<file path="src/timer16_consts.svh">
// timer16 waveform block: offsets, fields, top values, counts
// assumes: included by the main module, the prescaler, the checker and the testbench
`ifndef TIMER16_CONSTS_SVH
`define TIMER16_CONSTS_SVH

`define REG_CONTROL     12'h000
`define REG_COMPARE_A   12'h004
`define REG_COMPARE_B   12'h008
`define REG_CAPTURE     12'h00c
`define REG_COUNTER     12'h010
`define REG_STATUS      12'h014
`define REG_DIRECTION   12'h018

// control register fields
`define CTL_MODE_LSB    0
`define CTL_CLKSEL_LSB  4
`define CTL_COMA_LSB    7
`define CTL_COMB_LSB    9

// status register fields, write one to clear
`define ST_OVF_BIT      0
`define ST_CMPA_BIT     1
`define ST_CMPB_BIT     2
`define ST_CAP_BIT      3

`define TOP_8BIT        16'h00ff
`define TOP_9BIT        16'h01ff
`define TOP_10BIT       16'h03ff
`define COUNT_MAX       16'hffff
`define COUNT_BOTTOM    16'h0000

`define DIV_8           10'h007
`define DIV_64          10'h03f
`define DIV_256         10'h0ff
`define DIV_1024        10'h3ff

`endif

</file>
<file path="src/timer16_pkg.sv">
// timer16 waveform block: shared types
// assumes: constants come from timer16_consts.svh
package timer16_pkg;

  typedef enum logic [3:0] {
    wm_normal = 4'h0,
    wm_pc8 = 4'h1,
    wm_pc9 = 4'h2,
    wm_pc10 = 4'h3,
    wm_ctc_cmp = 4'h4,
    wm_fast8 = 4'h5,
    wm_fast9 = 4'h6,
    wm_fast10 = 4'h7,
    wm_pc_cap = 4'ha,
    wm_pc_cmp = 4'hb,
    wm_ctc_cap = 4'hc,
    wm_fast_cap = 4'he,
    wm_fast_cmp = 4'hf
  } waveform_mode_e;

  typedef enum logic [1:0] {
    cos_off = 2'h0,
    cos_toggle = 2'h1,
    cos_clear = 2'h2,
    cos_set = 2'h3
  } compare_output_select_e;

  typedef struct packed {
    logic overflow_flag;
    logic compare_a_flag;
    logic compare_b_flag;
    logic capture_flag;
  } flags_s;

  typedef struct packed {
    logic [1:0] compare_b_output_select;
    logic [1:0] compare_a_output_select;
    logic [2:0] clock_select;
    logic [3:0] waveform_mode_select;
  } control_s;

endpackage

</file>
<file path="src/timer16_waveform.sv">
// timer16 waveform generator: ctc, fast pwm, phase correct pwm
// assumes: apb master on i_clk; pins resolved outside from oe
`include "timer16_consts.svh"

// Contract
// - modes 4 and 12 count up and clear after matching compare A or capture
// - in clear-on-match mode top match raises the top register's flag
// - clear-on-match top register writes act at once, unbuffered
// - top written below count: count on to 0xffff, wrap, then match
// - clear-on-match select 1 toggles output A on each match
// - waveform reaches the pin only when its direction bit is one
// - prescaler divides by 1, 8, 64, 256 or 1024
// - clear-on-match sets overflow when count passes max to zero
// - fast pwm counts single slope bottom to top then restarts
// - fast pwm top is fixed, capture or compare A; clears next tick
// - fast pwm select 2 clears on match, sets at bottom; 3 inverts
// - fast pwm sets overflow at top, plus top register's flag
// - each channel flags when count equals its compare value
// - fixed top masks compare bits above resolution on write
// - pwm compare A buffered, loaded at top; fast pwm clears and overflows there
// - capture used as top is unbuffered; low write wraps first
// - fast pwm compare zero gives spike, compare top a constant level
// - fast pwm select 1 toggles output A only in mode 15
// - fast pwm period is N times top plus one clocks
// - fast pwm top fixed 8/9/10 bit or variable from 0x0003
// - phase correct counts up and down; clears up, sets down
// - phase correct top fixed 8/9/10 bit or variable from 0x0003
// - phase correct modes 1-3 tops fixed; top held one tick
// - phase correct sets overflow at bottom
module timer16_waveform (
  input wire logic i_clk,
  input wire logic i_rst,
  input wire logic i_psel,
  input wire logic i_penable,
  input wire logic i_pwrite,
  input wire logic [11:0] i_paddr,
  input wire logic [31:0] i_pwdata,
  output logic [31:0] o_prdata,
  output logic o_pready,
  output logic o_pslverr,
  output logic [1:0] o_wave_out,
  output logic [1:0] o_wave_out_oe
);

  // ------------------------------------------------------------
  // state
  // ------------------------------------------------------------
  timer16_pkg::control_s ctl, next_ctl;
  timer16_pkg::flags_s flags, next_flags;
  logic [15:0] counter_value, next_counter_value;
  logic [15:0] compare_buf_a, next_compare_buf_a;
  logic [15:0] compare_a_value, next_compare_a_value;
  logic [15:0] compare_b_value, next_compare_b_value;
  logic [15:0] capture_value, next_capture_value;
  logic [1:0] pin_direction, next_pin_direction;
  logic [1:0] wave_out, next_wave_out;
  logic count_down, next_count_down;
  logic [31:0] prdata, next_prdata;
  logic tick;
  logic wr, rd, unmapped;
  logic [15:0] top, fix_mask;
  logic [1:0] kind;
  logic at_top, at_bottom;
  logic [1:0] match;
  logic [15:0] cmp [2];
  logic [1:0] sel [2];

  localparam logic [1:0] kind_normal = 2'h0;
  localparam logic [1:0] kind_ctc = 2'h1;
  localparam logic [1:0] kind_fast = 2'h2;
  localparam logic [1:0] kind_pc = 2'h3;

  // ------------------------------------------------------------
  // mode decode
  // ------------------------------------------------------------
  function automatic logic [1:0] mode_kind(input logic [3:0] m);
    case (m)
      4'h4, 4'hc: mode_kind = kind_ctc;
      4'h5, 4'h6, 4'h7, 4'he, 4'hf: mode_kind = kind_fast;
      4'h1, 4'h2, 4'h3, 4'ha, 4'hb: mode_kind = kind_pc;
      default: mode_kind = kind_normal;
    endcase
  endfunction

  // fixed-top mask, all ones when top is not fixed
  function automatic logic [15:0] fixed_mask(input logic [3:0] m);
    case (m)
      4'h1, 4'h5: fixed_mask = `TOP_8BIT;
      4'h2, 4'h6: fixed_mask = `TOP_9BIT;
      4'h3, 4'h7: fixed_mask = `TOP_10BIT;
      default: fixed_mask = `COUNT_MAX;
    endcase
  endfunction

  function automatic logic top_is_capture(input logic [3:0] m);
    top_is_capture = (m == 4'hc) || (m == 4'he) || (m == 4'ha);
  endfunction

  function automatic logic top_is_compare_a(input logic [3:0] m);
    top_is_compare_a = (m == 4'h4) || (m == 4'hf) || (m == 4'hb);
  endfunction

  timer16_prescaler u_prescaler (
    .i_clk(i_clk),
    .i_rst(i_rst),
    .i_clock_select(ctl.clock_select),
    .o_tick(tick)
  );

  always_comb
  begin
    kind = mode_kind(ctl.waveform_mode_select);
    fix_mask = fixed_mask(ctl.waveform_mode_select);
    if (top_is_capture(ctl.waveform_mode_select))
      top = capture_value;
    else if (top_is_compare_a(ctl.waveform_mode_select))
      top = (kind == kind_ctc) ? compare_buf_a : compare_a_value;
    else if (kind == kind_normal)
      top = `COUNT_MAX;
    else
      top = fix_mask;
    at_top = (counter_value == top);
    at_bottom = (counter_value == `COUNT_BOTTOM);
    cmp[0] = (kind == kind_ctc) ? compare_buf_a : compare_a_value;
    cmp[1] = compare_b_value;
    sel[0] = ctl.compare_a_output_select;
    sel[1] = ctl.compare_b_output_select;
  end

  generate
    for (genvar c = 0; c < 2; c++)
    begin : g_match
      assign match[c] = (counter_value == cmp[c]);
    end
  endgenerate

  // ------------------------------------------------------------
  // apb slave
  // ------------------------------------------------------------
  always_comb
  begin
    wr = i_psel && i_penable && i_pwrite;
    rd = i_psel && !i_penable && !i_pwrite;
    unmapped = i_paddr > `REG_DIRECTION || i_paddr[1:0] != 2'h0;
  end

  assign o_pready = 1'b1;
  assign o_pslverr = i_psel && i_penable && unmapped;
  assign o_prdata = prdata;

  always_comb
  begin
    next_prdata = prdata;
    if (rd)
    begin
      if (i_paddr == `REG_CONTROL)
        next_prdata = {21'h000000, ctl};
      else if (i_paddr == `REG_COMPARE_A)
        next_prdata = {16'h0000, compare_buf_a};
      else if (i_paddr == `REG_COMPARE_B)
        next_prdata = {16'h0000, compare_b_value};
      else if (i_paddr == `REG_CAPTURE)
        next_prdata = {16'h0000, capture_value};
      else if (i_paddr == `REG_COUNTER)
        next_prdata = {16'h0000, counter_value};
      else if (i_paddr == `REG_STATUS)
        next_prdata = {28'h0000000, flags.capture_flag,
          flags.compare_b_flag, flags.compare_a_flag, flags.overflow_flag};
      else if (i_paddr == `REG_DIRECTION)
        next_prdata = {30'h00000000, pin_direction};
      else
        next_prdata = 32'h00000000;
    end
  end

  // ------------------------------------------------------------
  // registers, counter and compare buffering
  // ------------------------------------------------------------
  always_comb
  begin
    next_ctl = ctl;
    next_compare_buf_a = compare_buf_a;
    next_compare_a_value = compare_a_value;
    next_compare_b_value = compare_b_value;
    next_capture_value = capture_value;
    next_pin_direction = pin_direction;
    next_counter_value = counter_value;
    next_count_down = count_down;
    if (wr)
    begin
      if (i_paddr == `REG_CONTROL)
        next_ctl = i_pwdata[10:0];
      else if (i_paddr == `REG_COMPARE_A)
        next_compare_buf_a = i_pwdata[15:0] & fix_mask;
      else if (i_paddr == `REG_COMPARE_B)
        next_compare_b_value = i_pwdata[15:0] & fix_mask;
      else if (i_paddr == `REG_CAPTURE)
        next_capture_value = i_pwdata[15:0];
      else if (i_paddr == `REG_COUNTER)
        next_counter_value = i_pwdata[15:0];
      else if (i_paddr == `REG_DIRECTION)
        next_pin_direction = i_pwdata[1:0];
    end
    // non-pwm modes have no buffering
    if (kind == kind_ctc || kind == kind_normal)
      next_compare_a_value = next_compare_buf_a;
    if (tick)
    begin
      case (kind)
        kind_ctc, kind_fast:
        begin
          next_count_down = 1'b0;
          if (at_top)
          begin
            next_counter_value = `COUNT_BOTTOM;
            if (kind == kind_fast)
              next_compare_a_value = compare_buf_a;
          end
          else
            next_counter_value = counter_value + 16'h0001;
        end
        kind_pc:
        begin
          if (at_top)
          begin
            next_count_down = 1'b1;
            next_compare_a_value = compare_buf_a;
            next_counter_value = counter_value - 16'h0001;
          end
          else if (count_down && at_bottom)
          begin
            next_count_down = 1'b0;
            next_counter_value = counter_value + 16'h0001;
          end
          else if (count_down)
            next_counter_value = counter_value - 16'h0001;
          else
            next_counter_value = counter_value + 16'h0001;
        end
        default:
          next_counter_value = counter_value + 16'h0001;
      endcase
    end
  end

  // ------------------------------------------------------------
  // flags: hardware set wins over write-one-to-clear
  // ------------------------------------------------------------
  always_comb
  begin
    next_flags = flags;
    if (wr && i_paddr == `REG_STATUS)
    begin
      next_flags.overflow_flag = flags.overflow_flag &
        ~i_pwdata[`ST_OVF_BIT];
      next_flags.compare_a_flag = flags.compare_a_flag &
        ~i_pwdata[`ST_CMPA_BIT];
      next_flags.compare_b_flag = flags.compare_b_flag &
        ~i_pwdata[`ST_CMPB_BIT];
      next_flags.capture_flag = flags.capture_flag &
        ~i_pwdata[`ST_CAP_BIT];
    end
    if (tick)
    begin
      if (match[0])
        next_flags.compare_a_flag = 1'b1;
      if (match[1])
        next_flags.compare_b_flag = 1'b1;
      if (at_top && top_is_capture(ctl.waveform_mode_select))
        next_flags.capture_flag = 1'b1;
      case (kind)
        kind_fast:
          if (at_top)
            next_flags.overflow_flag = 1'b1;
        kind_pc:
          if (count_down && at_bottom)
            next_flags.overflow_flag = 1'b1;
        default:
          if (counter_value == `COUNT_MAX)
            next_flags.overflow_flag = 1'b1;
      endcase
    end
  end

  // ------------------------------------------------------------
  // output compare units
  // ------------------------------------------------------------
  always_comb
  begin
    next_wave_out = wave_out;
    if (tick)
    begin
      for (int c = 0; c < 2; c++)
      begin
        case (kind)
          kind_fast:
          begin
            if (sel[c][1] && at_top)
              next_wave_out[c] = ~sel[c][0];
            else if (sel[c][1] && match[c])
              next_wave_out[c] = sel[c][0];
            else if (c == 0 && sel[c] == 2'h1 && match[c] &&
              ctl.waveform_mode_select == 4'hf)
              next_wave_out[c] = ~wave_out[c];
          end
          kind_pc:
          begin
            if (sel[c][1] && match[c])
              next_wave_out[c] = (count_down && !at_bottom) ^
                sel[c][0] ^ at_top;
            else if (c == 0 && sel[c] == 2'h1 && match[c] &&
              ctl.waveform_mode_select == 4'hb)
              next_wave_out[c] = ~wave_out[c];
          end
          default:
          begin
            if (match[c] && sel[c] == 2'h1)
              next_wave_out[c] = ~wave_out[c];
            else if (match[c] && sel[c][1])
              next_wave_out[c] = sel[c][0];
          end
        endcase
      end
    end
  end

  always_ff @(posedge i_clk)
  begin
    if (i_rst)
    begin
      ctl <= '0;
      flags <= '0;
      counter_value <= 16'h0000;
      compare_buf_a <= 16'h0000;
      compare_a_value <= 16'h0000;
      compare_b_value <= 16'h0000;
      capture_value <= 16'h0000;
      pin_direction <= 2'h0;
      wave_out <= 2'h0;
      count_down <= 1'b0;
      prdata <= 32'h00000000;
    end
    else
    begin
      ctl <= next_ctl;
      flags <= next_flags;
      counter_value <= next_counter_value;
      compare_buf_a <= next_compare_buf_a;
      compare_a_value <= next_compare_a_value;
      compare_b_value <= next_compare_b_value;
      capture_value <= next_capture_value;
      pin_direction <= next_pin_direction;
      wave_out <= next_wave_out;
      count_down <= next_count_down;
      prdata <= next_prdata;
    end
  end

  // select 0 leaves the pin to its port function
  generate
    for (genvar c = 0; c < 2; c++)
    begin : g_pin
      assign o_wave_out[c] = wave_out[c];
      assign o_wave_out_oe[c] = pin_direction[c] && (sel[c] != 2'h0);
    end
  endgenerate

endmodule

</file>
<file path="src/timer16_prescaler.sv">
// timer16 prescaler: one-cycle tick every N clocks
// assumes: same clock as the main block; select 0 stops the timer
`include "timer16_consts.svh"
module timer16_prescaler (
  input wire logic i_clk,
  input wire logic i_rst,
  input wire logic [2:0] i_clock_select,
  output logic o_tick
);

  logic [9:0] count;
  logic [9:0] next_count;
  logic [9:0] limit;

  always_comb
  begin
    case (i_clock_select)
      3'h2: limit = `DIV_8;
      3'h3: limit = `DIV_64;
      3'h4: limit = `DIV_256;
      3'h5: limit = `DIV_1024;
      default: limit = 10'h000;
    endcase
    if (i_clock_select == 3'h0 || count >= limit)
      next_count = 10'h000;
    else
      next_count = count + 10'h001;
  end

  always_ff @(posedge i_clk)
  begin
    if (i_rst)
      count <= 10'h000;
    else
      count <= next_count;
  end

  assign o_tick = (i_clock_select != 3'h0) &&
    (i_clock_select <= 3'h5) && (count >= limit);

endmodule

</file>
<file path="config.mk">
export PLATFORM = sky130hd
export DESIGN_NAME = timer16_waveform
export DESIGN_NICKNAME = d
export VERILOG_FILES = /design/src/timer16_pkg.sv /design/src/timer16_waveform.sv /design/src/timer16_prescaler.sv
export VERILOG_INCLUDE_DIRS = /design/src
export SDC_FILE = /design/constraint.sdc
export NUM_CORES = 1
export LEC_CHECK = 0
export BUFFER_PORTS_ARGS = -buffer_cell sky130_fd_sc_hd__buf_2
export CELL_PAD_IN_SITES_DETAIL_PLACEMENT = 1
export CELL_PAD_IN_SITES_GLOBAL_PLACEMENT = 2
export CORE_MARGIN = 2
export CORE_UTILIZATION = 25
export CTS_CLUSTER_SIZE = 25
export DETAILED_ROUTE_END_ITERATION = 16
export PLACE_DENSITY_LB_ADDON = 0.1
export SYNTH_ARGS = -nofsm -noshare
export SYNTH_HDL_FRONTEND = slang
export SYNTH_SLANG_ARGS = --single-unit
</file>
<file path="constraint.sdc">
create_clock -name i_clk -period 5.3 [get_ports i_clk]
set_input_delay 0.265 -clock i_clk [delete_from_list [all_inputs] [get_ports i_clk]]
set_output_delay 0.265 -clock i_clk [all_outputs]
set_load 0.01 [all_outputs]
</file>
; Word level (Yosys, flattened, before mapping)
; Memory sizes are Yosys's and may differ from the RTL's. A register that Yosys moved wholly into a read port is not among the register bits.
; Cells that the tools add are included.
; Widths: inputs -> output; s select.
[totals]
regBits = 142
mem_bits_ro = 32
input_bits = 49
output_inout_bits = 38
elab_cells = 204
mem_count = 1
[mem_list]
columns = memory, depth, width, read_ports, rd_ports_with_merged_regs, wr, line
row1 = (name not given), 16, 2, 1, 1, 0, timer16_waveform.sv:77  ; case (m)
[op_classes]
add_sub_neg = 3
order_cmp = 3
eq_ne = 39
n_mux = 61
bitwise = 22
n_reduce_logical = 56
[op_table]
columns = operator, n
row1 = $mux 16, 28
row2 = $pmux 16 s2, 2
row3 = $eq 16x16->1, 3
row4 = $pmux 16 s3, 1
row5 = $pmux 10 s4, 1
row6 = $eq 12x5->1 const B, 3
row7 = $eq 12x4->1 const B, 2
row8 = $logic_and 1x1->1, 21
row9 = $eq 4x4->1 const B, 5
row10 = $mux 4, 5
row11 = $mux 1, 19
row12 = $add 16x1->16 const B, 1
row13 = $and 16x16->16, 1
row14 = $eq 16x16->1 const B, 1
row15 = $eq 4x3->1 const B, 4
row16 = $logic_not 16->1, 1
row17 = $sub 16x1->16 const B, 1
row18 = $not 1->1, 13
row19 = $eq 12x3->1 const B, 1
row20 = $gt 12x5->1 const B, 1
row21 = $logic_not 12->1, 1
row22 = $reduce_bool 2->1, 6
row23 = $add 10x1->10 const B, 1
row24 = $ge 10x10->1, 1
row25 = 27 further kinds, 61

; Logic depth before layout (Yosys ltp)
; Gate-level depths: netlist of run 1.
[depth]
depth_word = 12
depth_mapped = 15
mapped_depth_nobuf = 12

; Hierarchy
; A second synthesis of run 1 with hierarchy kept.
[hier_totals]
cells_unflattened = 1093
hier_area_um2 = 8647.0
[by_module_without_submodules]
columns = mod, instances, cells_each, area_per_inst_um2, seq_area_each_um2
row1 = timer16_waveform, 1, 1015, 7885.1, 2362.3
row2 = timer16_prescaler, 1, 78, 762.0, 200.2

; Worst setup path before layout of run 1
; No wires, ideal clock.
[synth_timing]
kind = flip-flop to flip-flop
start = register ctl[6] (netlist bit)
end = register compare_a_value[10]
setup_ps = 70
arrival_time_ps = 3262
required_ps = 5230
slack_ps = 1968
stages_incl_launch_ff = 14
n_path_buf = 2
period_less_slack_ps = 3332
cell_sequence = dfxtp_1 > nor2b_1 > or2_2 > ha_1 > nand2b_1 > a211oi_1 > o21ai_0 > a31oi_1 > or2_2 > clkbuf_1 > or4_1 > nor4_2 > clkbuf_1 > o2bb2ai_1
[synth_between]
elab_chain_cells = 5
word_cells_on_any_way = 11
cone_classes = order compare: 2 / eq/ne: 4 / mux: 2 / reduce/logical: 3
[synth_rtl]
columns = item, line
row1 = from (decl), timer16_waveform.sv:48  ; timer16_pkg::control_s ctl, next_ctl;
row2 = from (signal assigned), timer16_waveform.sv:345  ; ctl <= next_ctl;
row3 = $eq 3x3->1 or $eq 3x2->1 (tied branches), timer16_prescaler.sv:17  ; case (i_clock_select)
row4 = $pmux 10 s4, timer16_prescaler.sv:17
row5 = $ge 10x10->1, timer16_prescaler.sv:39  ; (i_clock_select <= 3'h5) && (count >= limit);
row6 = $logic_and 1x1->1 *, timer16_prescaler.sv:39
row7 = $mux 16 *, timer16_waveform.sv:207  ; if (tick)
row8 = to (signal assigned), timer16_waveform.sv:349  ; compare_a_value <= next_compare_a_value;
row9 = to (decl), timer16_waveform.sv:52  ; logic [15:0] compare_a_value, next_compare_a_value;
; Every way passes the cells marked *; elsewhere a longest branch is shown, timed or not.
; A chain may end at the register's enable or synchronous reset.

; Final worst setup path of run 1
[layout_timing]
start = register kind[1] (netlist name)
end = register counter_value[12]
[layout_between]
elab_chain_cells = 8
word_cells_on_any_way = 14
cone_classes = eq/ne: 4 / mux: 8 / reduce/logical: 2
[layout_rtl]
columns = item, line
row1 = $eq 2x1->1 or $logic_not 2->1 (tied branches), "timer16_waveform.sv:117, timer16_waveform.sv:209, timer16_waveform.sv:118"
row2 = $mux 16 (on tied branches), "timer16_waveform.sv:117, timer16_waveform.sv:118"
row3 = $mux 16, timer16_waveform.sv:116  ; else if (top_is_compare_a(ctl.waveform_mode_select))
row4 = $mux 16, timer16_waveform.sv:114  ; if (top_is_capture(ctl.waveform_mode_select))
row5 = $eq 16x16->1, timer16_waveform.sv:122  ; at_top = (counter_value == top);
row6 = $mux 16 (on tied branches), "timer16_waveform.sv:224, timer16_waveform.sv:213"
row7 = $pmux 16 s2 *, timer16_waveform.sv:209  ; case (kind)
row8 = $mux 16 *, timer16_waveform.sv:207
row9 = to (signal assigned), timer16_waveform.sv:347  ; counter_value <= next_counter_value;
row10 = to (decl), timer16_waveform.sv:50  ; logic [15:0] counter_value, next_counter_value;
; Marks and branches as above.

==> results of run 1 <==
==> stage by stage <==
stage / worst slack, ns / area (sq um) / util [%]
floorplan: 1.97 / 8800 / -
global placement: 1.13 / 9450 / 27.4
detailed placement: 1.14 / 9450 / 27.4
CTS: 1.08 / 10000 / 29.1
global route: 0.761 / 10000 / 29.1
finish: 1.08 / 10000 / 29.1
==> worst paths after layout <==
check,startpoint,end,slack [ns],cells after the start
setup / recovery,kind[1]$_DFF_P_,counter_value[12]$_SDFFE_PP0P_,1.08,12
hold / removal,i_pwdata[15],compare_b_value[15]$_SDFFE_PP0P_,0.14,3
setup reg to reg,kind[1]$_DFF_P_,counter_value[12]$_SDFFE_PP0P_,1.08,12
hold reg to reg,flags[3]$_SDFF_PP0_,flags[3]$_SDFF_PP0_,0.48,2
==> synth_stat cells, drive strengths merged (10+ instances only) <==
| cell type | instances | area (sq um) |
|---|---|---|
| a21oi | 69 | 345 |
| a22oi | 19 | 143 |
| a31oi | 31 | 194 |
| buf | 42 | 255 |
| clkbuf | 65 | 245 |
| dfxtp | 128 | 2560 |
| ha | 17 | 213 |
| inv | 24 | 90.1 |
| mux2i | 48 | 480 |
| nand2 | 138 | 521 |
| nand2b | 11 | 68.8 |
| nand3 | 57 | 285 |
| nand4 | 14 | 87.6 |
| nor2 | 119 | 449 |
| nor3 | 30 | 150 |
| nor4 | 23 | 156 |
| o21ai | 64 | 320 |
| o2bb2ai | 17 | 149 |
| xnor2 | 47 | 412 |
| xor2 | 10 | 87.6 |
==> critical path: stages, from the launching register on <==
cell and delay [ns]:
dfxtp_1 0.33, inv_1 0.09, ha_1 0.37, buf_12 0.22, mux2i_1 0.39, o21ai_0 0.26, a221o_1 0.39, a22oi_1 0.21
nor4b_4 0.35, and2_1 0.58, o21ai_1 0.35, a221oi_1 0.39, o221ai_1 0.17
==> metal layers <==
layer	GRT usage, %	part of all wire [%]	up-vias
met1	32.4	49	4462
met4	7.84	2.7	0
met3	3.05	3.6	55
met5	0	0	-
met2	36.6	45	223
li1	-	-	4205
==> power by group <==
part	internal [mW]	switching (mW)
Combinational	0.0218	0.0724
Sequential	0.966	0.00353
Clock	0.689	0.507
Total	1.68	0.583
==> state kept, by name, indices dropped and copies added, names as in the netlist <==
name,flops
capture_value,16
compare_a_value,16
compare_b_value,16
compare_buf_a,16
count_down,1
counter_value,16
ctl,11
flags,4
kind,2
o_prdata,16
o_wave_out,2
pin_direction,2
u_prescaler.count,10
==> cells by family after synthesis <==
family                   synth area share [%]
multiplexers                             6.05
other                                  0.0859
adder cells (fa/ha/maj)                  2.43
AO/OA/AOI/OAI                            24.8
buffers and inverters                    6.75
XOR/XNOR                                 6.22
AND/OR/NAND/NOR                          24.3
flip-flops                               29.3
==> cell type report <==
cell class                      instances  area share, %
Multi-Input combinational cell        908           56.8
Sequential cell                       128           25.6
Timing Repair Buffer                   87           5.35
Clock inverter                         12           1.37
Antenna cell                            1         0.0250
Inverter                               24          0.899
Clock buffer                           18           4.28
Tap cell                              455           5.68
==> metrics.yaml, run 1 <==
skew_ns: 0.0121
dp.cells: 1602
finalMaxSlewViolations: 0
postCtsHoldBufs: 0
arrival_ns: 4.54
grt.overflow.total: 0
hold_path.class: "in -> reg"
drive_gt1_share_pct: 12.1
synth_edf_count: 0
fmax_mhz: 237
die-width_um: 191
p_leak_nw: 3.60
via_count: 8945
cts_root_buf: "clkbuf_16"
die_y_um: 191
path_max_fanout: 13
cp-end-kind: "flip-flop"
clk_pin_slew_ns: 0.06
ios: 87
setup_violations: 0
fillers: 4168
status: "complete, no violations"
dr.first_iter.drc_count: 566
clkLatencyLatePin_ns: 0.45
fin_tns_setup_ns: 0
synthArstFlopShare_pct: 0
timing.hold.ws_ns: 0.144
syn-instance-count: 1152
die-area_sq_mm: 0.0365
ys_types: 81
grtUsageTotal_pct: 23.2
yosys_warnings: 0
synth-seq-area-share_pct: 29.3
power_mw: 2.26
wl_mm: 41.7
required_ns: 5.62
dp_hpwl_mm: 30.5
finalHoldViolations: 0
nets: 1232
port_buffers: 53
cts_tree: "yes"
regArea_sq_mm: 0.00256
numClockSinks: 128
htree_levels: 4
cts_setup_buffers: 0
synth_ff_type: "dfxtp_1"
dr.pass1.iters: 5
tightest_slew_ns: 0.967
rsz0062_at_grt: "false"
netlist_area_sq_mm: 0.00874
row_count: 68
routabilityCongestion: 0.877
critical_path_class: "reg -> reg"
power_per_cell_area_mw_per_mm2: 226
multi_input_area_sq_mm: 0.00569
antenna_found_initial: 0
clk_path_buf_depth: 2
layout_min_cycle_time_ns: 4.22
viasPerCell: 5.48
coreArea_sq_mm: 0.0345
start_util_pct: 25.4
grt_pass1_wl_mm: 61.4
syn2layout_area_growth_pct: 14.6
final_cells: 1633
slew_headroom_pct: 35.3
drcViolationCount: 0
avgRoutedWirePerCell_um: 25.6
ys_ff_latch: 128
final_cell_mix: "nand2_1, dfxtp_1, nor2_1"
avgSynthCellArea_sq_um: 7.59
final_common_cell: "nand2_1"
vdd_ir_drop_max_uv: 233
fin_crit_sh_pct: 79.6
cts-resized-gates: 0
ant_nets: 0
startpoint_type: "flip-flop"
grt_pass1_vias: 8748
max_cap_violations: 0
numCtsBuffers: 17
grt_max_degree: 65
Note: power is estimated with default switching activity, not from simulation.
==> run 2: changes to the inputs <==
- clock period: 5.3 -> 4.25 ns (I/O delays scaled with it)
==> run 2 against run 1 <==
Effect of this change:
- largest cell class unchanged
- utilization grew 0.75 points
- non-clock buffer count rose by 19
- fmax is 11% higher
- worst hold slack worse by 0.070 ns
- clock power up 48%
- sequential power increased by 25%
- combinational power is 24% higher
- sequential share of layout area shrank 0.64 points
- worst setup slack worse by 0.64 ns
==> metrics.yaml, run 2 (synthesized netlist as in run 1, its figures left out) <==
final_common_cell: "nand2_1"
final_cell_mix: "nand2_1, dfxtp_1, nor2_1"
fmax_mhz: 263  # +11%
grt_pass1_wl_mm: 61.8  # +0.57%
row_count: 68  # unchanged
hold_path.class: "in -> reg"
slew_headroom_pct: 29.3  # -6.0 points
fin_crit_sh_pct: 89.6  # +10 points
path_max_fanout: 12  # -1
clk_pin_slew_ns: 0.06  # about the same
n_antenna_cell: 0  # -1
cts_tree: "yes"
nets: 1251  # +1.5%
grt_max_degree: 59  # -9.2%
finalMaxSlewViolations: 0  # unchanged
postCtsHoldBufs: 0  # unchanged
syn2layout_area_growth_pct: 17.5
p_leak_nw: 3.75  # +4.2%
finalHoldViolations: 0  # unchanged
status: "complete, no violations"
layout_min_cycle_time_ns: 3.81  # -0.411 ns
cp-end-kind: "flip-flop"
die_y_um: 191  # unchanged
dr.pass1.iters: 6  # +1
start_util_pct: 25.4  # unchanged
grt.overflow.total: 0  # unchanged
numClockSinks: 128  # unchanged
vdd_ir_drop_max_uv: 292  # +25%
r2r-start: "kind[1]$_DFF_P_"
rsz0062_at_grt: "false"
dp.cells: 1621  # +1.2%
startpoint_type: "flip-flop"
max_cap_violations: 0  # unchanged
grtUsageTotal_pct: 23.3  # +0.12 points
arrival_ns: 4.18  # -0.36 ns
final_cells: 1653  # +1.2%
ios: 87  # unchanged
setup_violations: 0  # unchanged
die-width_um: 191  # unchanged
clkLatencyLatePin_ns: 0.46  # about the same
cts_root_buf: "clkbuf_16"
hp-start: "i_pwdata[15]"
r2r_setup_slack_ns: 0.44  # -0.64 ns
via_count: 8992  # +0.53%
clk_path_buf_depth: 2  # unchanged
power_mw: 3.11  # +38%
numCtsBuffers: 17  # unchanged
port_buffers: 53  # unchanged
fin_tns_setup_ns: 0  # unchanged
grt_pass1_vias: 9027  # +3.2%
coreArea_sq_mm: 0.0345  # unchanged
cts_setup_buffers: 0  # unchanged
drive_gt1_share_pct: 13.8  # +1.6 points
dp_hpwl_mm: 30.9  # +1.1%
drcViolationCount: 0  # unchanged
avgRoutedWirePerCell_um: 25.2  # -1.3%
viasPerCell: 5.44  # -0.69%
power_per_cell_area_mw_per_mm2: 303  # +34%
ant_nets: 0  # unchanged
antenna_found_initial: 1  # +1
routabilityCongestion: 0.911  # +3.8%
tightest_slew_ns: 1.06  # +0.0889 ns
wl_mm: 41.7  # about the same
dr.first_iter.drc_count: 595  # +5.1%
critPathLaunch: "kind[1]$_DFF_P_"
die-area_sq_mm: 0.0365  # unchanged
htree_levels: 4  # unchanged
cts-resized-gates: 0  # unchanged
critical_path_class: "reg -> reg"
required_ns: 4.62  # -1.00 ns
skew_ns: 0.0165  # +0.00439 ns
-- run 2: changes by cell type in the layout (fill, tap and decap cells not counted), sizes merged --
cell and delta:
inv -1, clkinvlp -1, buf +19, bufinv +4, clkbuf +1, clkinv -1
diode -1
-- run 2: cell type report --
type	instances	area, sq um
Sequential cell	128	2560
Multi-Input combinational cell	908	5690
Tap cell	455	569
Inverter	24	90.1
Timing Repair Buffer	106	678
Fill cell	4139	24200
Clock buffer	19	453
Clock inverter	13	233
-- run 2: layer usage --
layer  part of all wire [%]  global-route usage (%)  wire length, um
met1                     48                    31.7            20100
met2                     46                    37.6            19100
met3                    3.5                    3.27             1460
met4                    2.5                    8.05             1060
met5                      0                       0                0
-- run 2: power by group --
| part | total, mW | internal, mW | switching, mW |
|---|---|---|---|
| registers | 1.21 | 1.20 | 0.00415 |
| clock network | 1.78 | 1.13 | 0.651 |
| logic | 0.117 | 0.0277 | 0.0895 |
-- run 2: final timing paths --
kind                                      end  cells after the start
max reg2reg    counter_value[13]$_SDFFE_PP0P_                     12
min reg2reg               flags[3]$_SDFF_PP0_                      2
min          compare_b_value[15]$_SDFFE_PP0P_                      3
max            counter_value[13]$_SDFFE_PP0P_                     12
-- run 2: stage by stage --
stage / setup slack, ns / cell area, sq um / utilization, % / hold slack [ns]
after global routing: 0.153 / 10300 / 29.8 / 0.0867
final: 0.441 / 10300 / 29.8 / 0.0737
after global placement: 0.570 / 9590 / 27.8 / 0.460
after CTS: 0.455 / 10300 / 29.8 / 0.0547
after detailed placement: 0.499 / 9590 / 27.8 / 0.462
after floorplan: 0.918 / 8800 / - / 0.302
-- run 2: worst max-delay path, stage by stage, from the launching register on --
cell	delay (ns)
dfxtp_1	0.33
inv_1	0.09
ha_1	0.18
buf_4	0.28
mux2i_1	0.39
o21ai_0	0.24
a221o_1	0.38
a22o_1	0.25
nor4_2	0.38
a21o_1	0.32
nand2_1	0.22
or4_1	0.50
a31oi_1	0.14
